**src/hdl/ppm_defs.svh**
```systemverilog
// Constants for the peripheral port pin multiplexer
`ifndef PPM_DEFS_SVH
`define PPM_DEFS_SVH
// Function-select bit positions
`define PPM_FS_PAD8 0
`define PPM_FS_PAD9 1
`define PPM_FS_PAD56 2
`define PPM_FS_PAD23 3
`define PPM_FS_PAD7 4
`define PPM_FS_MDM_LO 5
`define PPM_FS_MDM_HI 6
`define PPM_FS_PAD01 8
`define PPM_FS_PAD4 13
// Two-bit select field low positions in the output/input select registers
`define PPM_SEL_PAD0 44
`define PPM_SEL_PAD1 8
`define PPM_SEL_PAD4 16
`define PPM_SEL_PAD5 14
`define PPM_SEL_PAD6 12
`define PPM_SEL_PAD7 36
`define PPM_SEL_PAD8 42
`define PPM_SEL_PAD9 10
// Common interface control field low position
`define PPM_CIC_MODE 26
// GPIO bit index for each pad
`define PPM_GPIO_PAD0 22
`define PPM_GPIO_PAD1 4
`define PPM_GPIO_PAD2 24
`define PPM_GPIO_PAD3 25
`define PPM_GPIO_PAD4 8
`define PPM_GPIO_PAD5 7
`define PPM_GPIO_PAD6 6
`define PPM_GPIO_PAD7 18
`define PPM_GPIO_PAD8 21
`define PPM_GPIO_PAD9 5
// Field codes
`define PPM_SEL_GPIO 2'h0
`define PPM_SEL_ALT1 2'h1
`define PPM_SEL_ALT2 2'h2
`define PPM_CIC_DMA 2'h2
`define PPM_CIC_EBM 2'h3
`define PPM_MDM_CTS 2'h2
`define PPM_NPADS 10
`endif

```
**src/hdl/ppm_pkg.sv**
```systemverilog
// Types for the peripheral port pin multiplexer
package ppm_pkg;
    typedef logic [1:0] ppm_sel_t;
    typedef enum logic [1:0] {
        PPM_RUN_RESET,
        PPM_RUN_ACTIVE
    } ppm_run_t;
endpackage

```
**src/hdl/ppm_sync2.sv**
```systemverilog
// Two-flop synchroniser bank for pad inputs
`timescale 1ns/1ps
module ppm_sync2 #(
    parameter int WIDTH = 1
) (
    // Clock and reset
    input wire logic i_clock,
    input wire logic i_rst,
    // Data
    input wire logic [WIDTH-1:0] i_async,
    output logic [WIDTH-1:0] o_sync
);
    logic [WIDTH-1:0] meta_r;
    logic [WIDTH-1:0] meta_nxt;
    logic [WIDTH-1:0] sync_r;
    logic [WIDTH-1:0] sync_nxt;

    always_comb begin
        meta_nxt = i_async;
        sync_nxt = meta_r;
    end

    always_ff @(posedge i_clock or posedge i_rst) begin
        if (i_rst) begin
            meta_r <= '0;
            sync_r <= '0;
        end else begin
            meta_r <= meta_nxt;
            sync_r <= sync_nxt;
        end
    end

    assign o_sync = sync_r;
endmodule // ppm_sync2

```
**src/hdl/ppm_pin_mux.sv**
```systemverilog
// Peripheral port pin multiplexer: ten pads routed to GPIO and alternate functions
// Function
// - Pad 0 is GPIO 22 when fsel8=0 and output select 44:45 is 00.
// - Pad 0 feeds external irq 9 when fsel8=0 and input select 3 44:45 is 01.
// - fsel8=1, CI mode 10: pad 0 drives DMA2 ack, pad 1 takes DMA2 request.
// - fsel8=1, CI mode 11: pads 0,1 carry bidirectional hold ack and hold request.
// - Pad 1 is GPIO 4 when fsel8=0 and output select 8:9 is 00.
// - Pad 1 drives SDRAM B chip select 1 when fsel8=0, select 8:9 is 10.
// - fsel3 switches pads 2,3 between GPIO 24/25 and UART B rx/tx.
// - Pad 4 outputs system clock at fsel13=1, else GPIO 8 on select 00.
// - Pad 4 outputs comm baud clock when fsel13=0 and both selects 16:17 are 01.
// - fsel2=0: pad 5 is GPIO 7 on 00, comm receive input on input select 01.
// - fsel2=1: pad 5 is bidirectional DMA2 end-of-transfer or bus-request by CI mode.
// - fsel2=0: pad 6 is GPIO 6 on 00, comm transmit on 01.
// - fsel2=0: pad 6 feeds packet start on input select 2 01; fsel2=1: irq 3.
// - fsel4=0: pad 7 is GPIO 18 on 00, UART B clock on input select 3 01.
// - fsel4=1: pad 7 feeds UART B CTS unless fsel 6:5 is 10, then modem pin 1.
// - Pad 7 carries overlay gate, polarity programmable, when both selects 36:37 are 01.
// - fsel0=0: pad 8 is GPIO 21 on 00, irq 8 on input select 3 01.
// - Pad 8 drives S/PDIF data when fsel0 is 1.
// - fsel1=0: pad 9 is GPIO 5 on 00, SDRAM A chip select 1 on 10.
// - Pad 9 drives the pixel clock when fsel1 is 1.
`timescale 1ns/1ps
`include "ppm_defs.svh"
module ppm_pin_mux
    import ppm_pkg::*;
(
    // Clock and reset
    input wire logic i_clock,
    input wire logic i_rst,
    // Configuration
    input wire logic [15:0] i_pin_function_select_reg,
    input wire logic [63:0] i_pin_output_select_reg,
    input wire logic [63:0] i_pin_input_select_reg_1,
    input wire logic [63:0] i_pin_input_select_reg_2,
    input wire logic [63:0] i_pin_input_select_reg_3,
    input wire logic [31:0] i_common_iface_ctrl_reg,
    input wire logic i_overlay_gate_invert,
    // GPIO core side
    input wire logic [31:0] i_gpio_out,
    input wire logic [31:0] i_gpio_oe,
    output logic [31:0] o_gpio_in,
    // Internal function outputs
    input wire logic i_dma2_ack_out,
    input wire logic i_dma2_end_of_xfer_out,
    input wire logic i_dma2_end_of_xfer_oe,
    input wire logic i_ext_master_hold_ack_out,
    input wire logic i_ext_master_hold_ack_oe,
    input wire logic i_ext_master_hold_req_out,
    input wire logic i_ext_master_hold_req_oe,
    input wire logic i_ext_master_bus_req_out,
    input wire logic i_ext_master_bus_req_oe,
    input wire logic i_sdram_b_cs1_n,
    input wire logic i_sdram_a_cs1_n,
    input wire logic i_uart_b_tx,
    input wire logic i_sync_comm_baud_clk,
    input wire logic i_sync_comm_tx,
    input wire logic i_system_clock_out,
    input wire logic i_pixel_overlay_gate,
    input wire logic i_spdif_data_out,
    input wire logic i_pixel_clock_out,
    // Internal function inputs
    output logic o_ext_irq_9,
    output logic o_ext_irq_3,
    output logic o_ext_irq_8,
    output logic o_dma2_req_in_n,
    output logic o_dma2_end_of_xfer_in,
    output logic o_ext_master_hold_ack_in,
    output logic o_ext_master_hold_req_in,
    output logic o_ext_master_bus_req_in,
    output logic o_uart_b_rx,
    output logic o_uart_b_clk_in,
    output logic o_uart_b_cts_n,
    output logic o_sync_comm_rx,
    output logic o_transport_pkt_start_in,
    // Modem port pin 1 as alternate CTS source
    input wire logic i_modem_port_pin_1,
    // Pads
    input wire logic [9:0] i_periph_pad,
    output logic [9:0] o_periph_pad,
    output logic [9:0] o_periph_pad_oe
);
    // Pass through registers on every pad path: outputs come from flops one cycle late; pad inputs take three cycles with the 2-flop sync
    logic [9:0] pad_s;
    logic mdm1_s;
    logic [9:0] pad_o_r, pad_o_nxt, pad_oe_r, pad_oe_nxt;
    logic [31:0] gin_r, gin_nxt;
    logic [12:0] fin_r, fin_nxt;
    ppm_run_t run_r, run_nxt;

    ppm_sync2 #(.WIDTH(11)) u_sync (
        .i_clock(i_clock),
        .i_rst(i_rst),
        .i_async({i_modem_port_pin_1, i_periph_pad}),
        .o_sync({mdm1_s, pad_s})
    );

    function automatic ppm_sel_t fld(input logic [63:0] r, input int lo);
        fld = {r[lo], r[lo+1]};
    endfunction

    ppm_sel_t cic;
    logic [1:0] mdm;
    logic [15:0] fs;

    always_comb begin
        fs = i_pin_function_select_reg;
        cic = {i_common_iface_ctrl_reg[`PPM_CIC_MODE], i_common_iface_ctrl_reg[`PPM_CIC_MODE+1]};
        mdm = {fs[`PPM_FS_MDM_HI], fs[`PPM_FS_MDM_LO]};
        pad_o_nxt = '0;
        pad_oe_nxt = '0;
        gin_nxt = '0;
        fin_nxt = 13'h0c08;
        // fin bits: 0 irq9,1 irq3,2 irq8,3 req_n,4 eot,5 hack,6 hreq,7 breq,8 rx,9 clk,10 cts_n,11 scp rx,12 pkt
        // Idle defaults: active-low inputs park high
        // Pad 0
        if (!fs[`PPM_FS_PAD01]) begin
            if (fld(i_pin_output_select_reg, `PPM_SEL_PAD0) == `PPM_SEL_GPIO) begin
                pad_o_nxt[0] = i_gpio_out[`PPM_GPIO_PAD0];
                pad_oe_nxt[0] = i_gpio_oe[`PPM_GPIO_PAD0];
                gin_nxt[`PPM_GPIO_PAD0] = pad_s[0];
            end
            if (fld(i_pin_input_select_reg_3, `PPM_SEL_PAD0) == `PPM_SEL_ALT1)
                fin_nxt[0] = pad_s[0];
        end else if (cic == `PPM_CIC_DMA) begin
            pad_o_nxt[0] = i_dma2_ack_out;
            pad_oe_nxt[0] = 1'b1;
            fin_nxt[3] = pad_s[1];
        end else if (cic == `PPM_CIC_EBM) begin
            pad_o_nxt[0] = i_ext_master_hold_ack_out;
            pad_oe_nxt[0] = i_ext_master_hold_ack_oe;
            fin_nxt[5] = pad_s[0];
            pad_o_nxt[1] = i_ext_master_hold_req_out;
            pad_oe_nxt[1] = i_ext_master_hold_req_oe;
            fin_nxt[6] = pad_s[1];
        end
        // Pad 1
        if (!fs[`PPM_FS_PAD01]) begin
            if (fld(i_pin_output_select_reg, `PPM_SEL_PAD1) == `PPM_SEL_GPIO) begin
                pad_o_nxt[1] = i_gpio_out[`PPM_GPIO_PAD1];
                pad_oe_nxt[1] = i_gpio_oe[`PPM_GPIO_PAD1];
                gin_nxt[`PPM_GPIO_PAD1] = pad_s[1];
            end else if (fld(i_pin_output_select_reg, `PPM_SEL_PAD1) == `PPM_SEL_ALT2) begin
                pad_o_nxt[1] = i_sdram_b_cs1_n;
                pad_oe_nxt[1] = 1'b1;
            end
        end
        // Pads 2 and 3
        if (!fs[`PPM_FS_PAD23]) begin
            pad_o_nxt[2] = i_gpio_out[`PPM_GPIO_PAD2];
            pad_oe_nxt[2] = i_gpio_oe[`PPM_GPIO_PAD2];
            gin_nxt[`PPM_GPIO_PAD2] = pad_s[2];
            pad_o_nxt[3] = i_gpio_out[`PPM_GPIO_PAD3];
            pad_oe_nxt[3] = i_gpio_oe[`PPM_GPIO_PAD3];
            gin_nxt[`PPM_GPIO_PAD3] = pad_s[3];
        end else begin
            fin_nxt[8] = pad_s[2];
            pad_o_nxt[3] = i_uart_b_tx;
            pad_oe_nxt[3] = 1'b1;
        end
        // Pad 4
        if (fs[`PPM_FS_PAD4]) begin
            pad_o_nxt[4] = i_system_clock_out;
            pad_oe_nxt[4] = 1'b1;
        end else if (fld(i_pin_output_select_reg, `PPM_SEL_PAD4) == `PPM_SEL_GPIO) begin
            pad_o_nxt[4] = i_gpio_out[`PPM_GPIO_PAD4];
            pad_oe_nxt[4] = i_gpio_oe[`PPM_GPIO_PAD4];
            gin_nxt[`PPM_GPIO_PAD4] = pad_s[4];
        end else if (fld(i_pin_output_select_reg, `PPM_SEL_PAD4) == `PPM_SEL_ALT1 &&
                     fld(i_pin_input_select_reg_1, `PPM_SEL_PAD4) == `PPM_SEL_ALT1) begin
            pad_o_nxt[4] = i_sync_comm_baud_clk;
            pad_oe_nxt[4] = 1'b1;
        end
        // Pad 5
        if (!fs[`PPM_FS_PAD56]) begin
            if (fld(i_pin_output_select_reg, `PPM_SEL_PAD5) == `PPM_SEL_GPIO) begin
                pad_o_nxt[5] = i_gpio_out[`PPM_GPIO_PAD5];
                pad_oe_nxt[5] = i_gpio_oe[`PPM_GPIO_PAD5];
                gin_nxt[`PPM_GPIO_PAD5] = pad_s[5];
            end
            if (fld(i_pin_input_select_reg_1, `PPM_SEL_PAD5) == `PPM_SEL_ALT1)
                fin_nxt[11] = pad_s[5];
        end else if (cic == `PPM_CIC_DMA) begin
            pad_o_nxt[5] = i_dma2_end_of_xfer_out;
            pad_oe_nxt[5] = i_dma2_end_of_xfer_oe;
            fin_nxt[4] = pad_s[5];
        end else if (cic == `PPM_CIC_EBM) begin
            pad_o_nxt[5] = i_ext_master_bus_req_out;
            pad_oe_nxt[5] = i_ext_master_bus_req_oe;
            fin_nxt[7] = pad_s[5];
        end
        // Pad 6
        if (!fs[`PPM_FS_PAD56]) begin
            if (fld(i_pin_output_select_reg, `PPM_SEL_PAD6) == `PPM_SEL_GPIO) begin
                pad_o_nxt[6] = i_gpio_out[`PPM_GPIO_PAD6];
                pad_oe_nxt[6] = i_gpio_oe[`PPM_GPIO_PAD6];
                gin_nxt[`PPM_GPIO_PAD6] = pad_s[6];
            end else if (fld(i_pin_output_select_reg, `PPM_SEL_PAD6) == `PPM_SEL_ALT1) begin
                pad_o_nxt[6] = i_sync_comm_tx;
                pad_oe_nxt[6] = 1'b1;
            end
            if (fld(i_pin_input_select_reg_2, `PPM_SEL_PAD6) == `PPM_SEL_ALT1)
                fin_nxt[12] = pad_s[6];
        end else begin
            fin_nxt[1] = pad_s[6];
        end
        // Pad 7
        if (!fs[`PPM_FS_PAD7]) begin
            if (fld(i_pin_output_select_reg, `PPM_SEL_PAD7) == `PPM_SEL_GPIO) begin
                pad_o_nxt[7] = i_gpio_out[`PPM_GPIO_PAD7];
                pad_oe_nxt[7] = i_gpio_oe[`PPM_GPIO_PAD7];
                gin_nxt[`PPM_GPIO_PAD7] = pad_s[7];
            end else if (fld(i_pin_output_select_reg, `PPM_SEL_PAD7) == `PPM_SEL_ALT1 &&
                         fld(i_pin_input_select_reg_1, `PPM_SEL_PAD7) == `PPM_SEL_ALT1) begin
                pad_o_nxt[7] = i_pixel_overlay_gate ^ i_overlay_gate_invert;
                pad_oe_nxt[7] = 1'b1;
            end
            if (fld(i_pin_input_select_reg_3, `PPM_SEL_PAD7) == `PPM_SEL_ALT1)
                fin_nxt[9] = pad_s[7];
        end else if (mdm != `PPM_MDM_CTS) begin
            fin_nxt[10] = pad_s[7];
        end
        if (mdm == `PPM_MDM_CTS)
            fin_nxt[10] = mdm1_s;
        // Pad 8
        if (fs[`PPM_FS_PAD8]) begin
            pad_o_nxt[8] = i_spdif_data_out;
            pad_oe_nxt[8] = 1'b1;
        end else begin
            if (fld(i_pin_output_select_reg, `PPM_SEL_PAD8) == `PPM_SEL_GPIO) begin
                pad_o_nxt[8] = i_gpio_out[`PPM_GPIO_PAD8];
                pad_oe_nxt[8] = i_gpio_oe[`PPM_GPIO_PAD8];
                gin_nxt[`PPM_GPIO_PAD8] = pad_s[8];
            end
            if (fld(i_pin_input_select_reg_3, `PPM_SEL_PAD8) == `PPM_SEL_ALT1)
                fin_nxt[2] = pad_s[8];
        end
        // Pad 9
        if (fs[`PPM_FS_PAD9]) begin
            pad_o_nxt[9] = i_pixel_clock_out;
            pad_oe_nxt[9] = 1'b1;
        end else if (fld(i_pin_output_select_reg, `PPM_SEL_PAD9) == `PPM_SEL_GPIO) begin
            pad_o_nxt[9] = i_gpio_out[`PPM_GPIO_PAD9];
            pad_oe_nxt[9] = i_gpio_oe[`PPM_GPIO_PAD9];
            gin_nxt[`PPM_GPIO_PAD9] = pad_s[9];
        end else if (fld(i_pin_output_select_reg, `PPM_SEL_PAD9) == `PPM_SEL_ALT2) begin
            pad_o_nxt[9] = i_sdram_a_cs1_n;
            pad_oe_nxt[9] = 1'b1;
        end
        // Drivers stay released in the first cycle after reset so no pad fights a board strap
        run_nxt = PPM_RUN_ACTIVE;
        case (run_r)
            PPM_RUN_RESET: begin
                pad_oe_nxt = '0;
            end
            PPM_RUN_ACTIVE: begin
                run_nxt = PPM_RUN_ACTIVE;
            end
            default: begin
                run_nxt = PPM_RUN_RESET;
            end
        endcase
    end

    always_ff @(posedge i_clock or posedge i_rst) begin
        if (i_rst) begin
            pad_o_r <= '0;
            pad_oe_r <= '0;
            gin_r <= '0;
            fin_r <= 13'h0c08;
            run_r <= PPM_RUN_RESET;
        end else begin
            pad_o_r <= pad_o_nxt;
            pad_oe_r <= pad_oe_nxt;
            gin_r <= gin_nxt;
            fin_r <= fin_nxt;
            run_r <= run_nxt;
        end
    end

    assign o_periph_pad = pad_o_r;
    assign o_periph_pad_oe = pad_oe_r;
    assign o_gpio_in = gin_r;
    assign o_ext_irq_9 = fin_r[0];
    assign o_ext_irq_3 = fin_r[1];
    assign o_ext_irq_8 = fin_r[2];
    assign o_dma2_req_in_n = fin_r[3];
    assign o_dma2_end_of_xfer_in = fin_r[4];
    assign o_ext_master_hold_ack_in = fin_r[5];
    assign o_ext_master_hold_req_in = fin_r[6];
    assign o_ext_master_bus_req_in = fin_r[7];
    assign o_uart_b_rx = fin_r[8];
    assign o_uart_b_clk_in = fin_r[9];
    assign o_uart_b_cts_n = fin_r[10];
    assign o_sync_comm_rx = fin_r[11];
    assign o_transport_pkt_start_in = fin_r[12];

    // Assertions
    sdram_b_cs_a: assert property (@(posedge i_clock) disable iff (i_rst)
        (!$past(i_pin_function_select_reg[8]) && $past(i_pin_output_select_reg[8])
         && !$past(i_pin_output_select_reg[9]) && $past(run_r) == PPM_RUN_ACTIVE)
        |-> o_periph_pad_oe[1] && o_periph_pad[1] == $past(i_sdram_b_cs1_n))
        else $error("pad 1 chip select wrong");
    pixel_clock_a: assert property (@(posedge i_clock) disable iff (i_rst)
        ($past(i_pin_function_select_reg[1]) && $past(run_r) == PPM_RUN_ACTIVE)
        |-> o_periph_pad_oe[9] && o_periph_pad[9] == $past(i_pixel_clock_out))
        else $error("pad 9 pixel clock wrong");
    dma_req_release_a: assert property (@(posedge i_clock) disable iff (i_rst)
        ($past(i_pin_function_select_reg[8]) && $past(i_common_iface_ctrl_reg[26])
         && !$past(i_common_iface_ctrl_reg[27]))
        |-> !o_periph_pad_oe[1] && o_periph_pad[0] == $past(i_dma2_ack_out))
        else $error("dma request pad not released");
    startup_release_a: assert property (@(posedge i_clock) disable iff (i_rst)
        ($past(run_r) == PPM_RUN_RESET) |-> o_periph_pad_oe == 10'h000)
        else $error("pad driven during startup");
    spdif_drive_a: assert property (@(posedge i_clock) disable iff (i_rst)
        ($past(i_pin_function_select_reg[0]) && $past(run_r) == PPM_RUN_ACTIVE)
        |-> o_periph_pad_oe[8] && o_periph_pad[8] == $past(i_spdif_data_out))
        else $error("pad 8 spdif wrong");
    cts_modem_a: assert property (@(posedge i_clock) disable iff (i_rst)
        ($past(i_pin_function_select_reg[6:5]) == 2'h2) |-> o_uart_b_cts_n == $past(mdm1_s))
        else $error("cts source wrong");
    system_clock_out_out_a: assert property (@(posedge i_clock) disable iff (i_rst)
        ($past(i_pin_function_select_reg[13]) && $past(run_r) == PPM_RUN_ACTIVE)
        |-> o_periph_pad[4] == $past(i_system_clock_out))
        else $error("pad 4 clock wrong");
endmodule // ppm_pin_mux

```
**config.mk**
```make
export PLATFORM = sky130hd
export DESIGN_NAME = ppm_pin_mux
export DESIGN_NICKNAME = d
export VERILOG_FILES = /design/src/hdl/ppm_pkg.sv /design/src/hdl/ppm_sync2.sv /design/src/hdl/ppm_pin_mux.sv
export VERILOG_INCLUDE_DIRS = /design/src /design/src/hdl
export SDC_FILE = /design/constraint.sdc
export NUM_CORES = 1
export LEC_CHECK = 0
export BUFFER_PORTS_ARGS = -buffer_cell sky130_fd_sc_hd__buf_4
export CAP_MARGIN = 5
export CELL_PAD_IN_SITES_DETAIL_PLACEMENT = 0
export CELL_PAD_IN_SITES_GLOBAL_PLACEMENT = 2
export CORE_AREA = 10 10 174 176
export DETAILED_ROUTE_END_ITERATION = 8
export DIE_AREA = 0 0 184 186
export GPL_TIMING_DRIVEN = 0
export HOLD_SLACK_MARGIN = 0.06
export PLACE_DENSITY_LB_ADDON = 0.08
export SLEW_MARGIN = 20
export SYNTH_ARGS = -nofsm -noshare
export SYNTH_HDL_FRONTEND = slang
export SYNTH_HIERARCHICAL = 1
export SYNTH_SLANG_ARGS = --single-unit
```
**constraint.sdc**
```tcl
create_clock -name i_clock -period 1.7 [get_ports i_clock]
set_input_delay 0.34 -clock i_clock [delete_from_list [all_inputs] [get_ports i_clock]]
set_output_delay 0.34 -clock i_clock [all_outputs]
set_load 0.03 [all_outputs]
```
After elaboration in Yosys (flattened, before gate mapping)
Index checks and enable logic that the tools add are counted.
{"block": "totals", "regBits": 67, "wordCells": 139, "output_inout_bits": 65}
{"block": "classes", "n_reduce_logical": 12, "n_mux": 102, "n_bitwise": 1, "n_eq_ne": 17}
{"op": "$mux 1", "n": 95}
{"op": "$eq 2x1->1 const B", "n": 11}
{"op": "$logic_not 2->1", "n": 9}
{"op": "$mux 2", "n": 6}
{"op": "$eq 2x2->1 const B", "n": 5}
{"op": "$mux 10", "n": 1}
{"op": "$logic_and 1x1->1", "n": 2}
{"op": "$ne 2x2->1 const B", "n": 1}
{"op": "$reduce_or 2->1", "n": 1}
{"op": "$xor 1x1->1", "n": 1}

Depth between registers and ports, before layout
{"block": "logic_depth", "depth_word": 8, "mapped_depth": 4, "ltp_nobuf": 3}

Cells and area by module
The synthesis kept the hierarchy.
{"mod": "ppm_pin_mux", "seq_area_each_um2": 1104.8, "cells_per_inst": 158, "area_each_um2": 1885.6, "n_inst": 1}
{"mod": "ppm_sync2", "seq_area_each_um2": 550.5, "cells_per_inst": 23, "area_each_um2": 554.3, "n_inst": 1}

Least setup slack after synthesis
Ideal clock, no wire load.
{"block": "synth_path", "path_kind": "in2reg", "start": "in i_pin_function_select_reg[2]", "end": "reg fin_r[11]", "arrival_ns": 0.959, "setup_time_ns": 0.094, "required_time_ns": 1.606, "path_stages": 2, "slack_ns": 0.647, "cell_sequence": "buf_6 -> or4b_4"}
{"block": "synth_between", "elab_chain_cells": 1}
{"element": "start: declaration", "line": "ppm_pin_mux.sv:32", "source": "input wire logic [15:0] i_pin_function_select_reg,"}
{"element": "$mux 1", "line": "ppm_pin_mux.sv:175", "source": "if (!fs[`PPM_FS_PAD56]) begin"}
{"element": "net fin_nxt[11]", "line": "ppm_pin_mux.sv:88", "source": "logic [12:0] fin_r, fin_nxt;"}
{"element": "end signal: assignment", "line": "ppm_pin_mux.sv:276", "source": "fin_r <= fin_nxt;"}
{"element": "end: declaration", "line": "ppm_pin_mux.sv:88"}
The timed path passes the listed nets, and every way through them passes these cells.

Worst setup path in the final report
{"block": "layout_path", "start": "reg fin_r[11]", "end": "out o_sync_comm_rx"}
{"element": "end: declaration", "line": "ppm_pin_mux.sv:74", "source": "output logic o_sync_comm_rx,"}
No word-level cell between the ends.

==> summary.md <==
| Metric | Value |
|---|---|
| Status | finished clean |
| Insertion delay to the later sink of the worst-skew pair | 0.34 ns |
| Relative slew slack | 48.71% |
| Clock buffer depth | 2 |
| Area after DPL | 0.003966 sq mm |
| ANT cells | 0 |
| Seq cells post-synth | 66 |
| Number of global-route vias before repair | 2373 |
| TritonRoute pass-1 iters | 4 |
| Starting Density | 9.129% |
| Non-filler cells, final | 694 |
| Remaining global-route overflow | 0 |
| CTS Buf Count | 9 |
| CP delay by family, top | flip-flops |
| DIE AREA | 0.03422 sq mm |
| Remaining antenna violation count | 0 |
| FF-to-FF setup slack | 0.35 ns |
| Hold Path Origin | i_periph_pad[4] |
| Hold Crit Class | in -> reg |
| Die H | 186 um |
| Setup CP Type | reg -> out |
| Setup TNS Final | 0 ns |
| Post-synthesis sequential area ratio | 67.85% |
| Final Setup Violations | 0 |
| Largest net degree at the start of global routing | 24 |
| Yosys top cell area share | 64.62% |
| Hold Vio Cnt, Final | 0 |
| FF-to-FF End | o_periph_pad_oe[7] |
| Cells after synthesis | 181 |
| Core Area | 0.02673 sq mm |
| Die X | 184 um |
| Setup slack at placement | 0.2253 ns |
| WP buf/inv | 1 |
| Post-synth top area cell | dfrtp_1 |
| Worst path max stage delay | 0.51 ns |
| Routability congestion estimate | 0.6440 |
| Reg2reg start | run_r[0] |
| Netlist Area Pre-Place | 0.002440 sq mm |
| Max rail drop VDD | 0.0003644 V |
| Power Total | 4.094 mW |
| # fillers | 3003 |
| Clock Sink Count | 66 |
| Input/output buffers | 133 |
| Worst r2r path cells | 2 |
| GRT Util Overall | 7.068% |
| DP Wirelength | 9573 um |
| Htree depth | 3 |
| Hold slack | 0.1043 ns |
| DR vias | 1920 |
| Most used DFF post-synth | dfrtp_1 |
| Leak pwr | 2.072 nW |
| Warnings from Yosys | 6 |
| Iteration-0 DRC Markers | 45 |
| EDFF count, synth | 0 |
| Syn Area/Cell | 13.48 sq um |
| Final period util | 81.53% |
| Final worst setup slack | 0.3140 ns |
| I/O pins | 465 |
| Tmin final | 1.386 ns |
| Final core occ | 15.91% |
| CTS tree | built |
| Final instance area | 0.004252 sq mm |
| Max Clock Freq | 0.7215 GHz |
| Initial antenna violation count | 1 |
| # rows | 60 |
| CP Data Arrival Time | 1.05 ns |
| Vias per inst | 2.767 |
| Area contributors post-synth | dfrtp_1 65%, buf_4 6.8%, dfstp_2 3.2%, nor4b_1 2.9%, mux2i_1 2.5% |
| Asr flop ratio synth | 100.0% |
| Worst setup EP type | output pin |
| Slew @ Worst Pin | 0.7694 ns |
| RSZ-0062 raised after global routing | false |
| Worst clock skew | 0.008645 ns |
| First-pass GRT wire length | 16630 um |
| Max Cap Viol | 0 |
| Drt drc | 0 |
| CP max FO | 1 |
| Library cells used by synthesis | 40 |
| Avg WL per Cell | 17.22 um |
| Slowest CP cell | dfstp_2 |
| Area grow syn2layout | 74.26% |
| Crit path cell chain | buf_4 |
| PD cells | 963.0 mW/mm^2 |
| Final wirelength | 11950 um |
| Hold Path End | u_sync/meta_r[4] |
| Clk slew on worst S/H paths | 0.06 ns |
| Final Slew Violations | 0 |
| Cells after DPL | 677 |
| Root buffer cell | clkbuf_16 |
| Crit start category | register |
| Layout cell share with drive strength beyond 1 | 51.84% |
| Hold depth | 1 |
| Worst Path Required | 1.36 ns |
| Nets@finish | 748 |
cell usage after synthesis (all sizes together) (2+ instances only):
cell	instances
nor2b	9
and3b	2
nor4b	8
nor3	4
a2bb2oi	2
o21ai	4
nor2	6
inv	5
mux2	2
a21oi	2
o31ai	2
o21a	2
and2	6
dfstp	3
conb	2
nor4bb	2
dfrtp	63
buf	24
nand2	10
mux2i	6
logic make-up (layout without fill, tap and decap cells):
logic type                after synthesis  count (layout)  share of synthesized area, %
and+or+nand+nor                        55              55                         14.41
muxes                                   8               8                         3.385
other                                   2              23                        0.3078
buffers and inverters                  30             181                         8.359
AOI/OAI and AO/OA                      19              19                         5.334
DFF                                    66              66                         67.85
xor gates and xnor gates                1               1                        0.3590
worst max-delay path by stage:
stage,start,endpoint,slack (ns),cells past startpoint
after floorplan,i_rst,fin_r[0],0.33,1
after global placement,i_rst,o_gpio_in[7],-0.89,2
after detailed placement,run_r[0],o_periph_pad_oe[7],0.23,2
after CTS,run_r[0],o_periph_pad_oe[7],0.25,2
after global routing,run_r[0],o_periph_pad_oe[7],0.19,2
final,fin_r[11],o_sync_comm_rx,0.31,1
where the power goes:
group / internal [mW] / switching [mW]
clock: 1.06 / 0.734
combinational: 0.281 / 0.348
sequential: 1.64 / 0.0246
routing by layer:
metal	global-route usage (%)	vias to the layer above	share of wire (%)
met5	0	-	0.13
met4	2.557	2	1.3
met3	6.668	12	18
met2	9.144	108	40
met1	7.793	896	41
li1	-	902	-
cell usage in the layout, fill, tap and decap left out, drive strengths merged, types with 2 or more instances in the layout:
| master | instances |
|---|---|
| nor2b | 9 |
| inv | 5 |
| o31ai | 2 |
| nor3 | 4 |
| and2 | 6 |
| a21oi | 2 |
| clkbuf | 14 |
| buf | 158 |
| dfrtp | 63 |
| mux2i | 6 |
| a2bb2oi | 2 |
| clkinv | 3 |
| nor2 | 6 |
| nor4bb | 2 |
| nand2 | 10 |
| o21ai | 4 |
| conb | 23 |
| dfstp | 3 |
| o21a | 2 |
| mux2 | 2 |
| and3b | 2 |
| nor4b | 8 |
sequential cells by signal, summed over array words and instances, names as in the netlist:
| register | cells |
|---|---|
| fin_r | 13 |
| o_gpio_in | 10 |
| o_periph_pad | 10 |
| o_periph_pad_oe | 10 |
| run_r | 1 |
| u_sync/meta_r | 11 |
| u_sync/o_sync | 11 |
repair_timing:
action / in CTS / in global routing
setup buffers: 0 / 0
endpoints found under the hold margin: 20 / 0
resized for setup: 0 / 0
hold buffers: 1 / 0
area by class of cell:
type | instances | area [sq um] | area share [%]
Clock buffer | 13 | 260.3 | 6.121
Clock inverter | 3 | 15.01 | 0.3531
Multi-Input combinational cell | 106 | 659.4 | 15.51
Timing Repair Buffer | 135 | 1028 | 24.19
Tap cell | 341 | 426.7 | 10.04
Inverter | 5 | 21.27 | 0.5003
Sequential cell | 66 | 1655 | 38.93
Buffer | 25 | 185.2 | 4.356
(Power assumes the default switching activity.)
